### src/core/mpe_map.svh
// register map, field positions, reset values and timing figures
`ifndef MPE_MAP_SVH
`define MPE_MAP_SVH

`define MPE_ADDR_W       6
`define MPE_REG_CTRL     6'h00
`define MPE_REG_NODES    6'h01
`define MPE_REG_BAUD     6'h02
`define MPE_REG_SLVTO    6'h03
`define MPE_REG_TCPPORT  6'h04
`define MPE_REG_TGTIP    6'h05
`define MPE_REG_UPDATE   6'h06
`define MPE_REG_RETRY    6'h07
`define MPE_REG_RSPTO    6'h08
`define MPE_REG_STATUS   6'h09
`define MPE_REG_INTCLR   6'h0a
`define MPE_REG_INTEN    6'h0b
`define MPE_REG_STATE    6'h0c
`define MPE_REG_AUX0     6'h10
`define MPE_AUX_N        4
`define MPE_AUX_IDX_W    2

// control bits
`define MPE_CTRL_EN      0
`define MPE_CTRL_MASTER  1
`define MPE_CTRL_TCP     2
`define MPE_CTRL_AUXEN   3
`define MPE_CTRL_SINGLE  4
`define MPE_CTRL_PAR_LO  5
`define MPE_CTRL_PAR_HI  6
`define MPE_CTRL_W       7

// parity encodings
`define MPE_PAR_NONE     2'h0
`define MPE_PAR_ODD      2'h1
`define MPE_PAR_EVEN     2'h2

// status / interrupt bits
`define MPE_ST_SLVTO     0
`define MPE_ST_FAIL      1
`define MPE_ST_DONE      2
`define MPE_ST_ACCEPT    3
`define MPE_ST_W         4

// aux entry fields
`define MPE_AUX_NODE_HI  7
`define MPE_AUX_NODE_LO  0
`define MPE_AUX_WRITE    8
`define MPE_AUX_CNT_HI   23
`define MPE_AUX_CNT_LO   16

// reset values
`define MPE_RST_BAUD     24'h004b00
`define MPE_RST_SLVTO    16'h03e8
`define MPE_RST_UPDATE   16'h0064
`define MPE_RST_RETRY    8'h03
`define MPE_RST_RSPTO    16'h01f4
`define MPE_TCP_DEFAULT  16'h01f6

// function codes
`define MPE_FC_READ      8'h03
`define MPE_FC_WR_SINGLE 8'h06
`define MPE_FC_WR_MULTI  8'h10

// timing
`define MPE_CLK_HZ       32'h0ee6b280
`define MPE_CLK_NS       4
`define MPE_MS_NS        1000000
`define MPE_MS_CYCLES    (`MPE_MS_NS / `MPE_CLK_NS)

`endif

### src/core/mpe_pkg.sv
// types shared by the port engine modules
package mpe_pkg;

   typedef enum logic [1:0] {
      MS_IDLE,
      MS_SEND,
      MS_WAIT
   } mpe_mstate_t;

   typedef struct packed {
      logic [6:0]        ctrl;
      logic [7:0]        localNode;
      logic [7:0]        targetNode;
      logic [23:0]       baud;
      logic [15:0]       slvTo;
      logic [15:0]       tcpPort;
      logic [31:0]       tgtIp;
      logic [15:0]       updMs;
      logic [7:0]        retryLim;
      logic [15:0]       rspToMs;
      logic [3:0]        status;
      logic [3:0]        intEn;
      logic [3:0][31:0]  aux;
      mpe_mstate_t       mst;
      logic [15:0]       updCnt;
      logic [15:0]       toCnt;
      logic [15:0]       slvCnt;
      logic [7:0]        retries;
      logic [1:0]        entry;
      logic [31:0]       rdData;
      logic              irq;
      logic              txValid;
      logic [7:0]        txNode;
      logic [7:0]        txFunc;
      logic [7:0]        txCount;
      logic [31:0]       txIp;
      logic [15:0]       txPort;
      logic              rxAccept;
      logic              charParity;
   } mpe_state_t;

   typedef struct packed {
      logic [31:0] msCnt;
      logic [31:0] baudAcc;
      logic        msTick;
      logic        baudTick;
   } mpe_tb_state_t;

endpackage

### src/core/mpe_tick_if.sv
// time base signals between engine and tick generator
`timescale 1ns/1ns
interface mpe_tick_if;
   logic [23:0] baudRate;
   logic        msTick;
   logic        baudTick;

   modport gen (input baudRate, output msTick, output baudTick);
   modport use_ (output baudRate, input msTick, input baudTick);
endinterface

### src/core/mpe_timebase.sv
// millisecond tick and bit-rate tick generator
`timescale 1ns/1ns
`include "mpe_map.svh"
module mpe_timebase
   import mpe_pkg::*;
#(
   parameter logic [31:0] MS_CYCLES = `MPE_MS_CYCLES
) (
   input  wire logic mclk,
   input  wire logic nrst,
   mpe_tick_if.gen   tb
);

   mpe_tb_state_t s;
   mpe_tb_state_t next_s;

   always_comb begin
      next_s          = s;
      next_s.msTick   = 1'b0;
      next_s.baudTick = 1'b0;
      if (s.msCnt >= MS_CYCLES - 32'h1) begin
         next_s.msCnt  = 32'h0;
         next_s.msTick = 1'b1;
      end else begin
         next_s.msCnt = s.msCnt + 32'h1;
      end
      // phase accumulator: one tick per bit at the configured rate (see RQ2)
      if (s.baudAcc + {8'h0, tb.baudRate} >= `MPE_CLK_HZ) begin
         next_s.baudAcc  = s.baudAcc + {8'h0, tb.baudRate} - `MPE_CLK_HZ;
         next_s.baudTick = 1'b1;
      end else begin
         next_s.baudAcc = s.baudAcc + {8'h0, tb.baudRate};
      end
   end

   always_ff @(posedge mclk) begin
      if (!nrst) begin
         s <= '0;
      end else begin
         s <= next_s;
      end
   end

   assign tb.msTick   = s.msTick;
   assign tb.baudTick = s.baudTick;

endmodule

### src/core/mpe_engine.sv
// modbus port engine: configuration, slave answer, master poll scheduler
//
// The address map and the address-and-strobe port are this design's own decisions.
`timescale 1ns/1ns
`include "mpe_map.svh"

// Overview of operation
// (RQ1) slave answers only its local node
// (RQ2) serial bit tick at configured baud
// (RQ3) each character carries configured parity
// (RQ4) slave supervision timeout in milliseconds
// (RQ5) tcp port from config, zero means 502
// (RQ6) master polls the configured target node
// (RQ7) tcp master polls the configured target address
// (RQ8) polls spaced by update period in ms
// (RQ9) failed request retried up to limit
// (RQ10) reply awaited at most response timeout
// (RQ11) aux map polls several remote slaves
// (RQ12) aux map replaces automatic target polling
// (RQ13) single write code when count is one
// (RQ14) retries exhausted: abandon, flag, wait period
module mpe_engine
   import mpe_pkg::*;
#(
   parameter logic [31:0] MS_CYCLES = `MPE_MS_CYCLES
) (
   input  wire logic                  mclk,
   input  wire logic                  nrst,
   input  wire logic [`MPE_ADDR_W-1:0] addr,
   input  wire logic [31:0]           wrData,
   input  wire logic                  wrStrobe,
   input  wire logic                  rdStrobe,
   output logic      [31:0]           rdData,
   output logic                       irq,
   input  wire logic                  rxReqValid,
   input  wire logic [7:0]            rxNode,
   output logic                       rxAccept,
   output logic                       txValid,
   output logic      [7:0]            txNode,
   output logic      [7:0]            txFunc,
   output logic      [7:0]            txCount,
   output logic      [31:0]           txIp,
   output logic      [15:0]           txPort,
   input  wire logic                  rspValid,
   input  wire logic [7:0]            rspNode,
   input  wire logic                  rspOk,
   input  wire logic [7:0]            txChar,
   output logic                       charParity,
   output logic                       bitTick
);

   mpe_state_t s;
   mpe_state_t next_s;
   logic       bitTickQ;

   mpe_tick_if tb ();

   mpe_timebase #(
      .MS_CYCLES (MS_CYCLES)
   ) u_timebase (
      .mclk (mclk),
      .nrst (nrst),
      .tb   (tb.gen)
   );

   // configured bit rate drives the tick generator
   assign tb.baudRate = s.baud;

   logic       enable;
   logic       isMaster;
   logic       isTcp;
   logic       auxEn;
   logic       singleWr;
   logic [1:0] parMode;
   logic [31:0] curAux;

   assign enable   = s.ctrl[`MPE_CTRL_EN];
   assign isMaster = s.ctrl[`MPE_CTRL_MASTER];
   assign isTcp    = s.ctrl[`MPE_CTRL_TCP];
   assign auxEn    = s.ctrl[`MPE_CTRL_AUXEN];
   assign singleWr = s.ctrl[`MPE_CTRL_SINGLE];
   assign parMode  = s.ctrl[`MPE_CTRL_PAR_HI:`MPE_CTRL_PAR_LO];
   assign curAux   = s.aux[s.entry];

   always_comb begin
      logic [3:0]  ev;
      logic [3:0]  clr;
      logic        pollDue;
      logic        advance;
      ev      = 4'h0;
      clr     = 4'h0;
      pollDue = 1'b0;
      advance = 1'b0;
      next_s  = s;
      next_s.txValid  = 1'b0;
      next_s.rxAccept = 1'b0;

      // register writes
      if (wrStrobe) begin
         case (addr)
            `MPE_REG_CTRL:    next_s.ctrl = wrData[`MPE_CTRL_W-1:0];
            `MPE_REG_NODES: begin
               next_s.localNode  = wrData[7:0];
               next_s.targetNode = wrData[15:8];
            end
            `MPE_REG_BAUD:    next_s.baud     = wrData[23:0];
            `MPE_REG_SLVTO:   next_s.slvTo    = wrData[15:0];
            `MPE_REG_TCPPORT: next_s.tcpPort  = wrData[15:0];
            `MPE_REG_TGTIP:   next_s.tgtIp    = wrData;
            `MPE_REG_UPDATE:  next_s.updMs    = wrData[15:0];
            `MPE_REG_RETRY:   next_s.retryLim = wrData[7:0];
            `MPE_REG_RSPTO:   next_s.rspToMs  = wrData[15:0];
            // write ones to clear status bits
            `MPE_REG_INTCLR:  clr             = wrData[`MPE_ST_W-1:0];
            `MPE_REG_INTEN:   next_s.intEn    = wrData[`MPE_ST_W-1:0];
            default: begin
               if (addr >= `MPE_REG_AUX0 &&
                   addr < `MPE_REG_AUX0 + `MPE_ADDR_W'(`MPE_AUX_N)) begin
                  next_s.aux[addr[`MPE_AUX_IDX_W-1:0]] = wrData;
               end
            end
         endcase
      end

      // register reads, data in the following cycle only
      next_s.rdData = 32'h0;
      if (rdStrobe) begin
         case (addr)
            `MPE_REG_CTRL:    next_s.rdData = {25'h0, s.ctrl};
            `MPE_REG_NODES:   next_s.rdData = {16'h0, s.targetNode, s.localNode};
            `MPE_REG_BAUD:    next_s.rdData = {8'h0, s.baud};
            `MPE_REG_SLVTO:   next_s.rdData = {16'h0, s.slvTo};
            `MPE_REG_TCPPORT: next_s.rdData = {16'h0, s.tcpPort};
            `MPE_REG_TGTIP:   next_s.rdData = s.tgtIp;
            `MPE_REG_UPDATE:  next_s.rdData = {16'h0, s.updMs};
            `MPE_REG_RETRY:   next_s.rdData = {24'h0, s.retryLim};
            `MPE_REG_RSPTO:   next_s.rdData = {16'h0, s.rspToMs};
            `MPE_REG_STATUS:  next_s.rdData = {28'h0, s.status};
            `MPE_REG_INTEN:   next_s.rdData = {28'h0, s.intEn};
            // fsm, entry index and retry count for software
            `MPE_REG_STATE:
               next_s.rdData = {12'h0, s.retries, 2'h0, s.entry, 6'h0, s.mst};
            default: begin
               if (addr >= `MPE_REG_AUX0 &&
                   addr < `MPE_REG_AUX0 + `MPE_ADDR_W'(`MPE_AUX_N)) begin
                  next_s.rdData = s.aux[addr[`MPE_AUX_IDX_W-1:0]];
               end
            end
         endcase
      end

      // character parity
      case (parMode)
         `MPE_PAR_ODD:  next_s.charParity = ~^txChar; // see RQ3
         `MPE_PAR_EVEN: next_s.charParity = ^txChar; // see RQ3
         default:       next_s.charParity = 1'b0;
      endcase

      // effective tcp port
      if (s.tcpPort == 16'h0) begin
         next_s.txPort = `MPE_TCP_DEFAULT; // see RQ5
      end else begin
         next_s.txPort = s.tcpPort; // see RQ5
      end

      // slave side: station address match and supervision
      // zero slave timeout turns supervision off
      if (enable && !isMaster) begin
         if (rxReqValid && rxNode == s.localNode) begin
            next_s.rxAccept = 1'b1; // see RQ1
            ev[`MPE_ST_ACCEPT] = 1'b1;
            next_s.slvCnt = 16'h0;
         end else if (tb.msTick && s.slvTo != 16'h0) begin
            if (s.slvCnt + 16'h1 >= s.slvTo) begin
               ev[`MPE_ST_SLVTO] = 1'b1; // see RQ4
               next_s.slvCnt = 16'h0;
            end else begin
               next_s.slvCnt = s.slvCnt + 16'h1;
            end
         end
      end else begin
         next_s.slvCnt = 16'h0;
      end

      // update period counter
      // a zero period behaves like one millisecond
      if (enable && isMaster) begin
         if (tb.msTick) begin
            if (s.updCnt + 16'h1 >= s.updMs) begin
               next_s.updCnt = 16'h0;
               pollDue = 1'b1; // see RQ8
            end else begin
               next_s.updCnt = s.updCnt + 16'h1;
            end
         end
      end else begin
         next_s.updCnt = 16'h0;
      end

      // master poll sequencer
      case (s.mst)
         MS_IDLE: begin
            next_s.retries = 8'h0;
            // a poll falling due while busy is dropped
            if (pollDue) begin
               next_s.mst = MS_SEND;
            end
         end
         MS_SEND: begin
            next_s.txValid = 1'b1;
            next_s.toCnt   = 16'h0;
            next_s.mst     = MS_WAIT;
            next_s.txIp    = isTcp ? s.tgtIp : 32'h0; // see RQ7
            if (auxEn) begin
               next_s.txNode  = curAux[`MPE_AUX_NODE_HI:`MPE_AUX_NODE_LO]; // see RQ11
               next_s.txCount = curAux[`MPE_AUX_CNT_HI:`MPE_AUX_CNT_LO];
               if (!curAux[`MPE_AUX_WRITE]) begin
                  next_s.txFunc = `MPE_FC_READ;
               end else if (singleWr &&
                            curAux[`MPE_AUX_CNT_HI:`MPE_AUX_CNT_LO] == 8'h1) begin
                  next_s.txFunc = `MPE_FC_WR_SINGLE; // see RQ13
               end else begin
                  next_s.txFunc = `MPE_FC_WR_MULTI;
               end
            end else begin
               // automatic polling only without the aux map (see RQ12)
               next_s.txNode  = s.targetNode; // see RQ6
               next_s.txCount = 8'h0;
               next_s.txFunc  = `MPE_FC_READ;
            end
         end
         MS_WAIT: begin
            // answers from other stations are ignored
            if (rspValid && rspNode == s.txNode && rspOk) begin
               ev[`MPE_ST_DONE] = 1'b1;
               advance    = 1'b1;
               next_s.mst = MS_IDLE;
            end else if ((rspValid && rspNode == s.txNode) ||
                         (tb.msTick && s.toCnt + 16'h1 >= s.rspToMs)) begin
               // failed or unanswered (see RQ10)
               // a limit of n allows n+1 transmissions
               if (s.retries < s.retryLim) begin
                  next_s.retries = s.retries + 8'h1; // see RQ9
                  next_s.mst     = MS_SEND;
               end else begin
                  ev[`MPE_ST_FAIL] = 1'b1; // see RQ14
                  advance    = 1'b1;
                  next_s.mst = MS_IDLE;
               end
            end else if (tb.msTick) begin
               next_s.toCnt = s.toCnt + 16'h1;
            end
         end
         default: next_s.mst = MS_IDLE;
      endcase

      // leaving master operation abandons a transfer
      if (!(enable && isMaster)) begin
         next_s.mst = MS_IDLE;
      end

      // step through aux entries after each finished transfer
      // four entries, the index wraps after the last
      if (advance && auxEn) begin
         next_s.entry = s.entry + 2'h1; // see RQ11
      end else if (!auxEn) begin
         next_s.entry = 2'h0;
      end

      // sticky status, set wins over clear
      next_s.status = (s.status & ~clr) | ev;
      next_s.irq    = |(next_s.status & next_s.intEn);
   end

   always_ff @(posedge mclk) begin
      if (!nrst) begin
         // configuration returns to its default settings
         s          <= '0;
         s.baud     <= `MPE_RST_BAUD;
         s.slvTo    <= `MPE_RST_SLVTO;
         s.updMs    <= `MPE_RST_UPDATE;
         s.retryLim <= `MPE_RST_RETRY;
         s.rspToMs  <= `MPE_RST_RSPTO;
         s.txPort   <= `MPE_TCP_DEFAULT;
         s.mst      <= MS_IDLE;
         bitTickQ   <= 1'b0;
      end else begin
         s        <= next_s;
         bitTickQ <= tb.baudTick; // see RQ2
      end
   end

   // every output straight from a register
   assign rdData     = s.rdData;
   assign irq        = s.irq;
   assign rxAccept   = s.rxAccept;
   assign txValid    = s.txValid;
   assign txNode     = s.txNode;
   assign txFunc     = s.txFunc;
   assign txCount    = s.txCount;
   assign txIp       = s.txIp;
   assign txPort     = s.txPort;
   assign charParity = s.charParity;
   assign bitTick    = bitTickQ;

endmodule

### config.mk
export PLATFORM = sky130hd
export DESIGN_NAME = mpe_engine
export DESIGN_NICKNAME = d
export VERILOG_FILES = /design/src/core/mpe_pkg.sv /design/src/core/mpe_tick_if.sv /design/src/core/mpe_timebase.sv /design/src/core/mpe_engine.sv
export VERILOG_INCLUDE_DIRS = /design/src /design/src/core
export SDC_FILE = /design/constraint.sdc
export NUM_CORES = 1
export LEC_CHECK = 0
export BUFFER_PORTS_ARGS = -buffer_cell sky130_fd_sc_hd__buf_2
export CORE_UTILIZATION = 40
export CTS_CLUSTER_DIAMETER = 60
export DETAILED_ROUTE_END_ITERATION = 7
export HOLD_SLACK_MARGIN = 0.05
export PLACE_DENSITY = 0.55
export SYNTH_ARGS = -nofsm -noshare
export SYNTH_HDL_FRONTEND = slang
export SYNTH_SLANG_ARGS = --single-unit
### constraint.sdc
create_clock -name mclk -period 4.09 [get_ports mclk]
set_clock_uncertainty 0.15 [all_clocks]
set_input_delay 0.409 -clock mclk [delete_from_list [all_inputs] [get_ports mclk]]
set_output_delay 0.409 -clock mclk [all_outputs]
set_load 0.01 [all_outputs]
After elaboration in Yosys (flattened, before gate mapping)
Index checks and enable logic that the tools add are counted.
{ "classes": {"order_cmp": 11, "n_reduce_logical": 41, "n_addsub": 8, "mux": 57, "n_eq_ne": 27, "bitwise": 7} }
{ "op_table": {"columns": ["operator", "count"], "rows": [
  ["$pmux 32 s12", 1],
  ["$mux 128", 2],
  ["$mux 32", 5],
  ["$mux 132", 1],
  ["$bmux 32 s2", 2],
  ["$bwmux 128", 1],
  ["$mux 16", 5],
  ["$demux 32 s2", 1],
  ["$mux 57", 1],
  ["$add 16x1->16 const B", 3],
  ["$ge 16x16->1", 3],
  ["$mux 24", 2],
  ["$add 32x1->32 const B", 1],
  ["$add 32x24->32", 1],
  ["$ge 32x18->1 const B", 1],
  ["$ge 32x28->1 const B", 1],
  ["$pmux 16 s2", 1],
  ["$sub 32x28->32 const B", 1],
  ["$eq 6x4->1 const B", 5],
  ["$eq 6x3->1 const B", 4],
  ["$mux 8", 3],
  ["$reduce_and 2->1", 12],
  ["$mux 1", 18],
  ["$eq 8x8->1", 2],
  ["41 further kinds", 74]
]} }
{ "word_totals": {"out_inout_bits": 109, "in_bits": 69, "regBits": 522, "word_cells": 188} }

Longest topological paths before layout
Gate-level depths: netlist (run 1).
{ "depth": {"depth_word": 10, "mapped_depth": 17, "depth_no_buf": 16} }

Modules after synthesis
From an unflattened synthesis (run 1), not the netlist that was laid out.
{ "unflattened": {"hier_cells": 3121, "area_unflattened_um2": 26015.0} }
{ "modules_own_cells": {"columns": ["mod", "seq_area_each_um2", "area_each_um2", "cells_each", "instances"], "rows": [
  ["mpe_engine", 9048.7, 21461.8, 2564, 1],
  ["mpe_timebase", 1321.3, 4553.1, 557, 1]
]} }

Worst setup path before layout (run 1)
OpenSTA, ideal clock, no wires.
{ "synth_path": {"path_kind": "register -> register", "from": "register s[134] in the netlist's numbering", "to": "register s[138] in the netlist's numbering", "required_ns": 3.821, "synth_period_minus_slack_ns": 3.834, "arrival_time_ns": 3.565, "path_stages_with_launch": 18, "setup_ns": 0.119, "slack_ns": 0.256, "n_path_buf": 1, "path_cell_list": "dfxtp_1 ha_1 nand3_1 nor2_1 and3_1 and3_1 xor2_1 ha_1 nor2b_1 o21ai_0 nand2b_1 or4_1 a21oi_1 o31ai_1 o21ai_0 clkbuf_1 nand2_1 o221a_2"} }
{ "synth_between": {"elab_chain_len": 6, "elab_cells_between_ends": 10, "cone_classes": "1 x add/sub; 1 x order compare; 1 x eq/ne; 4 x mux; 3 x reduce/logical"} }
{ "synth_rtl": {"columns": ["item", "line", "text"], "rows": [
  ["from (decl)", "mpe_engine.sv:52", "mpe_state_t s;"],
  ["from (signal assigned)", "mpe_engine.sv:288", "s <= next_s;"],
  ["$add 16x1->16 *", "mpe_engine.sv:239, mpe_engine.sv:251", null],
  ["$ge 16x16->1", "mpe_engine.sv:239", "(tb.msTick && s.toCnt + 16'h1 >= s.rspToMs)) begin"],
  ["$logic_and 1x1->1", "mpe_engine.sv:239", null],
  ["$logic_or 1x1->1", "mpe_engine.sv:238", "end else if ((rspValid && rspNode == s.txNode) ||"],
  ["$ne 2x2->1 (no source line)", null, null],
  ["$reduce_and 4->1 (no source line)", null, null]
]} }
Every way passes the cells marked *; elsewhere a longest branch is shown, timed or not. The select of a mux whose other input is x is not followed.
A chain may end at the register's enable or synchronous reset.

Final worst setup path (run 1)
{ "layout_path": {"from": "register s (netlist bit tb.baudRate[0])", "to": "register u_timebase.s[13] in the netlist's numbering"} }
{ "layout_between": {"elab_chain_len": 3, "elab_cells_between_ends": 4, "cone_classes": "2 x add/sub; 1 x order compare; 1 x mux"} }
{ "layout_rtl": {"columns": ["item", "line", "text"], "rows": [
  ["$add 32x24->32 *", "mpe_timebase.sv:28, mpe_timebase.sv:29, mpe_timebase.sv:32", null],
  ["$sub 32x28->32 (no source line) or $ge 32x28->1 (tied branches)", null, null],
  ["$mux 32 *", "mpe_timebase.sv:28", "if (s.baudAcc + {8'h0, tb.baudRate} >= `MPE_CLK_HZ) begin"],
  ["to (signal assigned)", "mpe_timebase.sv:40", "s <= next_s;"],
  ["to (decl)", "mpe_timebase.sv:14", "mpe_tb_state_t s;"]
]} }
Every way passes the cells marked *; elsewhere a longest branch is shown, timed or not.

==> results of run 1 <==
-- worst max path at each step --
stage / endpoint / startpoint / slack [ns]
floorplan: s[138]$_SDFFE_PN0P_ / s[134]$_SDFFE_PN0P_ / 0.26
global placement: s[134]$_SDFFE_PN0P_ / s[134]$_SDFFE_PN0P_ / 0.14
detailed placement: s[134]$_SDFFE_PN0P_ / s[134]$_SDFFE_PN0P_ / 0.05
CTS: s[134]$_SDFFE_PN0P_ / s[134]$_SDFFE_PN0P_ / 0.03
global route: u_timebase.s[13]$_SDFF_PN0_ / tb.baudRate[0]$_SDFFE_PN0P_ / -0.09
finish: u_timebase.s[13]$_SDFF_PN0_ / tb.baudRate[0]$_SDFFE_PN0P_ / 0.13
-- what timing repair did --
action	in CTS	in global routing
buffers inserted	0	9
endpoints found under the hold margin	88	0
hold buffers	16	0
endpoints found under the setup margin	0	82
resized for setup	0	39
-- cells in the mapped netlist, types with 11 or more instances --
cell | number | area (um2)
dfxtp_1 | 518 | 10400
nand3b_1 | 19 | 143
clkbuf_1 | 165 | 619
nand2_1 | 688 | 2580
and2_1 | 25 | 156
o21ai_1 | 11 | 55.1
ha_1 | 85 | 1060
a211oi_1 | 15 | 113
nand2b_1 | 28 | 175
nand3_1 | 54 | 270
o21ai_0 | 51 | 255
buf_1 | 11 | 41.3
and3_1 | 54 | 338
a222oi_1 | 27 | 270
nor2_1 | 152 | 571
a31oi_1 | 18 | 113
mux2i_1 | 35 | 350
inv_1 | 71 | 267
xnor2_1 | 38 | 333
a21o_1 | 42 | 315
o211ai_1 | 27 | 203
a221oi_1 | 12 | 105
nor4_1 | 18 | 113
buf_2 | 11 | 55.1
buf_4 | 109 | 818
nor3_1 | 34 | 170
a21oi_1 | 360 | 1800
nand4_1 | 26 | 163
a22oi_1 | 35 | 263
mux4_2 | 49 | 1100
xor2_1 | 73 | 639
a22o_1 | 43 | 377
-- metrics by stage --
step / TNS, ns / area, um2 / setup WS [ns] / hold slack [ns] / total power [mW]
after floorplan: 0 / 25800 / 0.256 / 0.262 / 6.42
after global placement: 0 / 26900 / 0.137 / 0.288 / 6.91
after detailed placement: 0 / 26900 / 0.0492 / 0.295 / 6.92
after CTS: 0 / 29300 / 0.0286 / 0.0559 / 12.8
after global routing: -0.430 / 29500 / -0.0890 / 0.0850 / 13.2
final: 0 / 29500 / 0.125 / 0.0911 / 12.8
-- area by class of cell --
class                   instances  area (um2)  share of cell area (%)
clock inverters                27         315                    1.07
flip-flops and latches        518       10400                    35.1
diodes                          3        7.51                  0.0254
multi-input cells            2201       13800                    46.7
well taps                     846        1060                    3.59
inverters                      72         278                   0.941
repair buffers                285        1800                    6.11
clock buffers                  92        1890                    6.41
-- critical path, cell delays in order (launching register included) --
cell       delay, ns
dfxtp_1         0.33
ha_1            0.26
fa_1            0.42
a21o_1          0.25
a311o_1         0.40
a22oi_2         0.32
o2111ai_2       0.22
nand2_1         0.16
nand2_1         0.12
a2111oi_4       0.46
and3_4          0.31
buf_4           0.18
o221ai_1        0.14
mux2i_1         0.14
-- report_power, final --
group	internal, mW	switching [mW]	total [mW]
Clock	3.52	2.35	5.87
Combinational	0.641	1.02	1.66
Sequential	5.15	0.0854	5.24
-- per-layer routing --
layer / part of all wire [%] / GRT usage, % / vias to the layer above
met5: 0.014 / 0 / -
met4: 3.3 / 10.0 / 2
met3: 6.9 / 3.64 / 170
met2: 47 / 42.1 / 853
met1: 43 / 35.1 / 11000
li1: - / - / 10800
-- cell families (layout without fill, tap and decap cells) --
family / after synthesis / in the layout / share of synthesized area (%)
AO/OA/AOI/OAI: 740 / 740 / 18.8
XOR/XNOR: 113 / 113 / 3.90
adder cells (fa/ha/maj): 86 / 86 / 4.21
buffers and inverters: 371 / 476 / 7.14
flip-flops: 518 / 518 / 40.3
multiplexers: 90 / 90 / 5.91
other: 1 / 21 / 0.0146
AND/OR/NAND/NOR: 1154 / 1154 / 19.8
==> flow_metrics.tcl, run 1 <==
set metrics [dict create \
    status "finished, final reports clean" \
    rsz0062_at_grt "yes" \
    grt_max_degree 121 \
    hp-class "input pin to flip-flop" \
    critPathKind "flip-flop to flip-flop" \
    synth_area_mm2 0.0258 \
    dp_cells 3897 \
    via_per_inst 5.64 \
    crit_fanout 11 \
    r2r.worst_path.cells 13 \
    drive_above_1_share_pct 16.0 \
    dieHeight_um 256 \
    yosysSeqAreaShare_pct 40.3 \
    timing.fmax_mhz 252 \
    vias 22800 \
    grt_pass1_wl_um 133000 \
    drt_iter0_markers 2380 \
    core_region_area_mm2 0.0633 \
    r2r-start "tb.baudRate[0]$_SDFFE_PN0P_" \
    syn_inst 3073 \
    grt_overflow 0 \
    hold_depth 3 \
    fin_crit_ns 3.96 \
    end_kind "flip-flop" \
    nets 3299 \
    syn2layout_area_growth_pct 14.5 \
    powerDensity_mw_per_mm2 433 \
    cts-root-buf "clkbuf_16" \
    syn_avg_cell_area_um2 8.38 \
    post-route-period-util_pct 96.9 \
    synth_warnings 0 \
    ir_drop_uv 249 \
    worstHoldEndpoint "s[435]$_SDFFE_PN0P_" \
    rr_endpoint "u_timebase.s[13]$_SDFF_PN0_" \
    antenna_left 0 \
    clock_sinks 518 \
    layout_common_cells "nand2_1, dfxtp_1, a21oi_1" \
    hold_viol 0 \
    slew_viol_final 0 \
    htree_levels 3 \
    final_util_pct 46.6 \
    ioPinCount 178 \
    numCtsBuffers 66 \
    start_kind "flip-flop" \
    setup_viol 0 \
    place_hpwl_um 61000 \
    dieArea_mm2 0.0654 \
    postSynth.topFlopCell "dfxtp_1" \
    wl_um 87400 \
    gr-usage-all-layers_pct 26.0 \
    dr.pass1.iters 7 \
    start_util_pct 40.7 \
    port_buffers 173 \
    ys_seq_elements 518 \
    max_slew_margin_pct 29.5 \
    clock_path_buffers 3 \
    yosys.cell_types.count 97 \
    clock_latency_ns 0.61 \
    cp.arrival_ns 4.29 \
    place_congestion 0.910 \
    final_cells 4044 \
    clk_pin_slew_ns 0.06 \
    maxCapViolations 0 \
    wl_per_cell_um 21.6 \
    grt_pass1_vias 21700 \
    final_common_cell "nand2_1" \
    async_flop_share_pct 0 \
    synth-edff-count 0 \
    worst_pin_slew_ns 1.06 \
    fillers 6126 \
    crit_required_ns 4.41 \
    regToRegSetupSlack_ns 0.13 \
    min_from "wrData[11]" \
    route.detailed.drc 0 \
    antenna_found_initial 3 \
    rows 92 \
    leakagePower_nw 11.4 \
    cts_tree "yes" \
    die_w_um 256 \
]
No activity file was read; power rests on OpenSTA's default activity.
==> run 2: changes to the inputs <==
--- a/config.mk
+++ b/config.mk
@@ -14,4 +14,5 @@
 export PLACE_DENSITY = 0.55
 export SYNTH_ARGS = -nofsm -noshare
 export SYNTH_HDL_FRONTEND = slang
+export SYNTH_HIERARCHICAL = 1
 export SYNTH_SLANG_ARGS = --single-unit
==> flow_metrics.tcl, run 2 <==
set metrics [dict create \
    dieArea_mm2 0.0661 \
    place_hpwl_um 64400 \
    antenna_found_initial 0 \
    dp_cells 3926 \
    clock_path_buffers 3 \
    maxCapViolations 0 \
    synth_warnings 6 \
    ir_drop_uv 302 \
    syn2layout_area_growth_pct 13.1 \
    yosysTopAreaCell "dfxtp_1" \
    powerDensity_mw_per_mm2 410 \
    layout_common_cells "nand2_1, dfxtp_1, a21oi_1" \
    cp.arrival_ns 4.28 \
    clock_latency_ns 0.65 \
    grt_pass1_wl_um 135000 \
    async_flop_share_pct 0 \
    drt_iter0_markers 2440 \
    syn_avg_cell_area_um2 8.34 \
    numCtsBuffers 60 \
    synth-edff-count 0 \
    grt_max_degree 158 \
    htree_levels 2 \
    cp_top_family "compound AO/OA/AOI/OAI gates" \
    die_w_um 257 \
    status "finished, final reports clean" \
    fin_crit_ns 3.91 \
    max_stage_delay_ns 0.42 \
    via_per_inst 5.79 \
    power_mw 12.1 \
    netlist.area_leader.share_pct 39.9 \
    cts_tree "yes" \
    slew_viol_final 0 \
    diodes 0 \
    core_region_area_mm2 0.0643 \
    crit_fanout 5 \
    cp_cell_sequence "ha_1 > inv_1 > fa_1 > nand2b_1 > a21o_1 > a31oi_1 > a311oi_1 > ha_1 > o221ai_1 > nand2_1 > a211oi_2 > o2111ai_1 > and4_1 > o21a_1" \
    syn_inst 3121 \
    crit_required_ns 4.46 \
    nets 3316 \
    rsz0062_at_grt "yes" \
    post-route-period-util_pct 95.7 \
    yosysSeqAreaShare_pct 39.9 \
    critPathKind "flip-flop to flip-flop" \
    cpMaxStageDelayCell "a211oi_2" \
    place_area_mm2 0.0270 \
    wl_per_cell_um 22.2 \
    postSynth.topFlopCell "dfxtp_1" \
    max_slew_margin_pct 31.1 \
    fin_tns_setup_ns 0 \
    hold_viol 0 \
    end_kind "flip-flop" \
    gr-usage-all-layers_pct 26.5 \
    port_buffers 173 \
    worst_pin_slew_ns 1.03 \
    setup_viol 0 \
    cts-root-buf "clkbuf_16" \
    timing.fmax_mhz 256 \
    synth_area_mm2 0.0260 \
    yosys.cell_types.count 104 \
    start_util_pct 40.4 \
    final_cells 4064 \
    wl_um 90200 \
    leakagePower_nw 10.8 \
    crit_top_cell "ha_1" \
    final_util_pct 45.7 \
    dieHeight_um 257 \
    route.detailed.drc 0 \
    clk_pin_slew_ns 0.06 \
    ioPinCount 178 \
    vias 23500 \
    netlist_top_cells_count "nand2_1, dfxtp_1, a21oi_1" \
    rows 93 \
    yosysMostFrequentCell "nand2_1" \
    final_common_cell "nand2_1" \
    finalInstanceArea_mm2 0.0294 \
    grt_overflow 0 \
    drive_above_1_share_pct 15.1 \
    antenna_left 0 \
    start_kind "flip-flop" \
    synthTopCellsByArea "dfxtp_1, nand2_1, a21oi_1, mux4_2, ha_1" \
    grt_pass1_vias 21900 \
    clock_sinks 518 \
    path_buf_inv 1 \
    hp-class "input pin to flip-flop" \
    place_congestion 0.976 \
    ys_seq_elements 518 \
    dr.pass1.iters 6 \
]
==> run 2: changes by cell type after synthesis, moves of 6 or more <==
cell | before | now
a211oi_1 | 15 | 22
a21o_1 | 42 | 17
a22oi_1 | 35 | 43
a31oi_1 | 18 | 36
and3_1 | 54 | 34
buf_2 | 11 | 24
nand2_1 | 688 | 697
nand2b_1 | 28 | 22
nand3_1 | 54 | 95
nand4b_1 | 1 | 8
nor4_1 | 18 | 24
o21ai_1 | 11 | 3
xnor2_1 | 38 | 59
xor2_1 | 73 | 42
==> run 2: cell families after synthesis <==
family | synth area share, %
other | 0.0289
muxes | 5.68
DFF | 39.9
xor gates and xnor gates | 3.40
and+or+nand+nor | 20.8
buffers and inverters | 7.29
adders and majority gates | 4.17
AOI/OAI and AO/OA | 18.8
==> run 2: per-layer routing <==
layer	wire length, um	track usage [%]	part of all wire (%)	vias to the layer above
met5	0	0	0	-
li1	-	-	-	10900
met1	40000	37.4	44	11400
met3	8180	5.21	9.1	166
met4	3100	9.72	3.4	0
met2	39000	39.8	43	989
==> run 2: stage by stage <==
step | setup slack [ns] | hold slack, ns
6_report | 0.177 | 0.0736
4_1_cts | 0.0856 | 0.0505
2_1_floorplan | 0.133 | 0.262
3_5_place_dp | 0.000192 | 0.279
5_1_grt | -0.0432 | 0.0690
3_3_place_gp | 0.0572 | 0.275
==> run 2: report_power, final <==
group	internal (mW)	total (mW)	leakage (nW)	switching (mW)
combinational	0.399	1.23	5.56	0.826
clock	3.33	5.65	1.02	2.32
sequential	5.12	5.18	4.18	0.0607
==> run 2: path summary, 6_finish.rpt <==
kind | start | endpoint | slack (ns) | cells past startpoint
worst max-delay path | tb.baudRate[0]$_SDFFE_PN0P_ | u_timebase/s[33]$_SDFF_PN0_ | 0.18 | 14
worst min-delay path | rspOk | s[302]$_SDFF_PN0_ | 0.07 | 3
worst max register to register | tb.baudRate[0]$_SDFFE_PN0P_ | u_timebase/s[33]$_SDFF_PN0_ | 0.18 | 14
worst min register to register | u_timebase/tb.baudTick$_SDFF_PN0_ | bitTick$_SDFF_PN0_ | 0.30 | 1
==> run 2: what timing repair did <==
| item | in CTS | in global routing |
|---|---|---|
| buffers inserted | 0 | 3 |
| endpoints found under the setup margin | 2 | 34 |
| hold buffers | 25 | 0 |
| resized for setup | 1 | 12 |
| endpoints found under the hold margin | 122 | 0 |
| pin swaps | 0 | 2 |
==> run 2: cell type report <==
type | instances | area (um2)
Fill cell | 6259 | 34900
Multi-Input combinational cell | 2237 | 13900
Sequential cell | 518 | 10400
Timing Repair Buffer | 269 | 1710
Clock buffer | 79 | 1660
Tap cell | 855 | 1070
Clock inverter | 31 | 427
Inverter | 75 | 289
==> run 2: worst reg2reg max path, stage by stage, from the launching register on <==
cell	delay [ns]
dfxtp_1	0.36
ha_1	0.22
inv_1	0.06
fa_1	0.40
nand2b_1	0.23
a21o_1	0.23
a31oi_1	0.16
a311oi_1	0.11
ha_1	0.28
o221ai_1	0.31
nand2_1	0.15
a211oi_2	0.42
o2111ai_1	0.27
and4_1	0.29
o21a_1	0.18
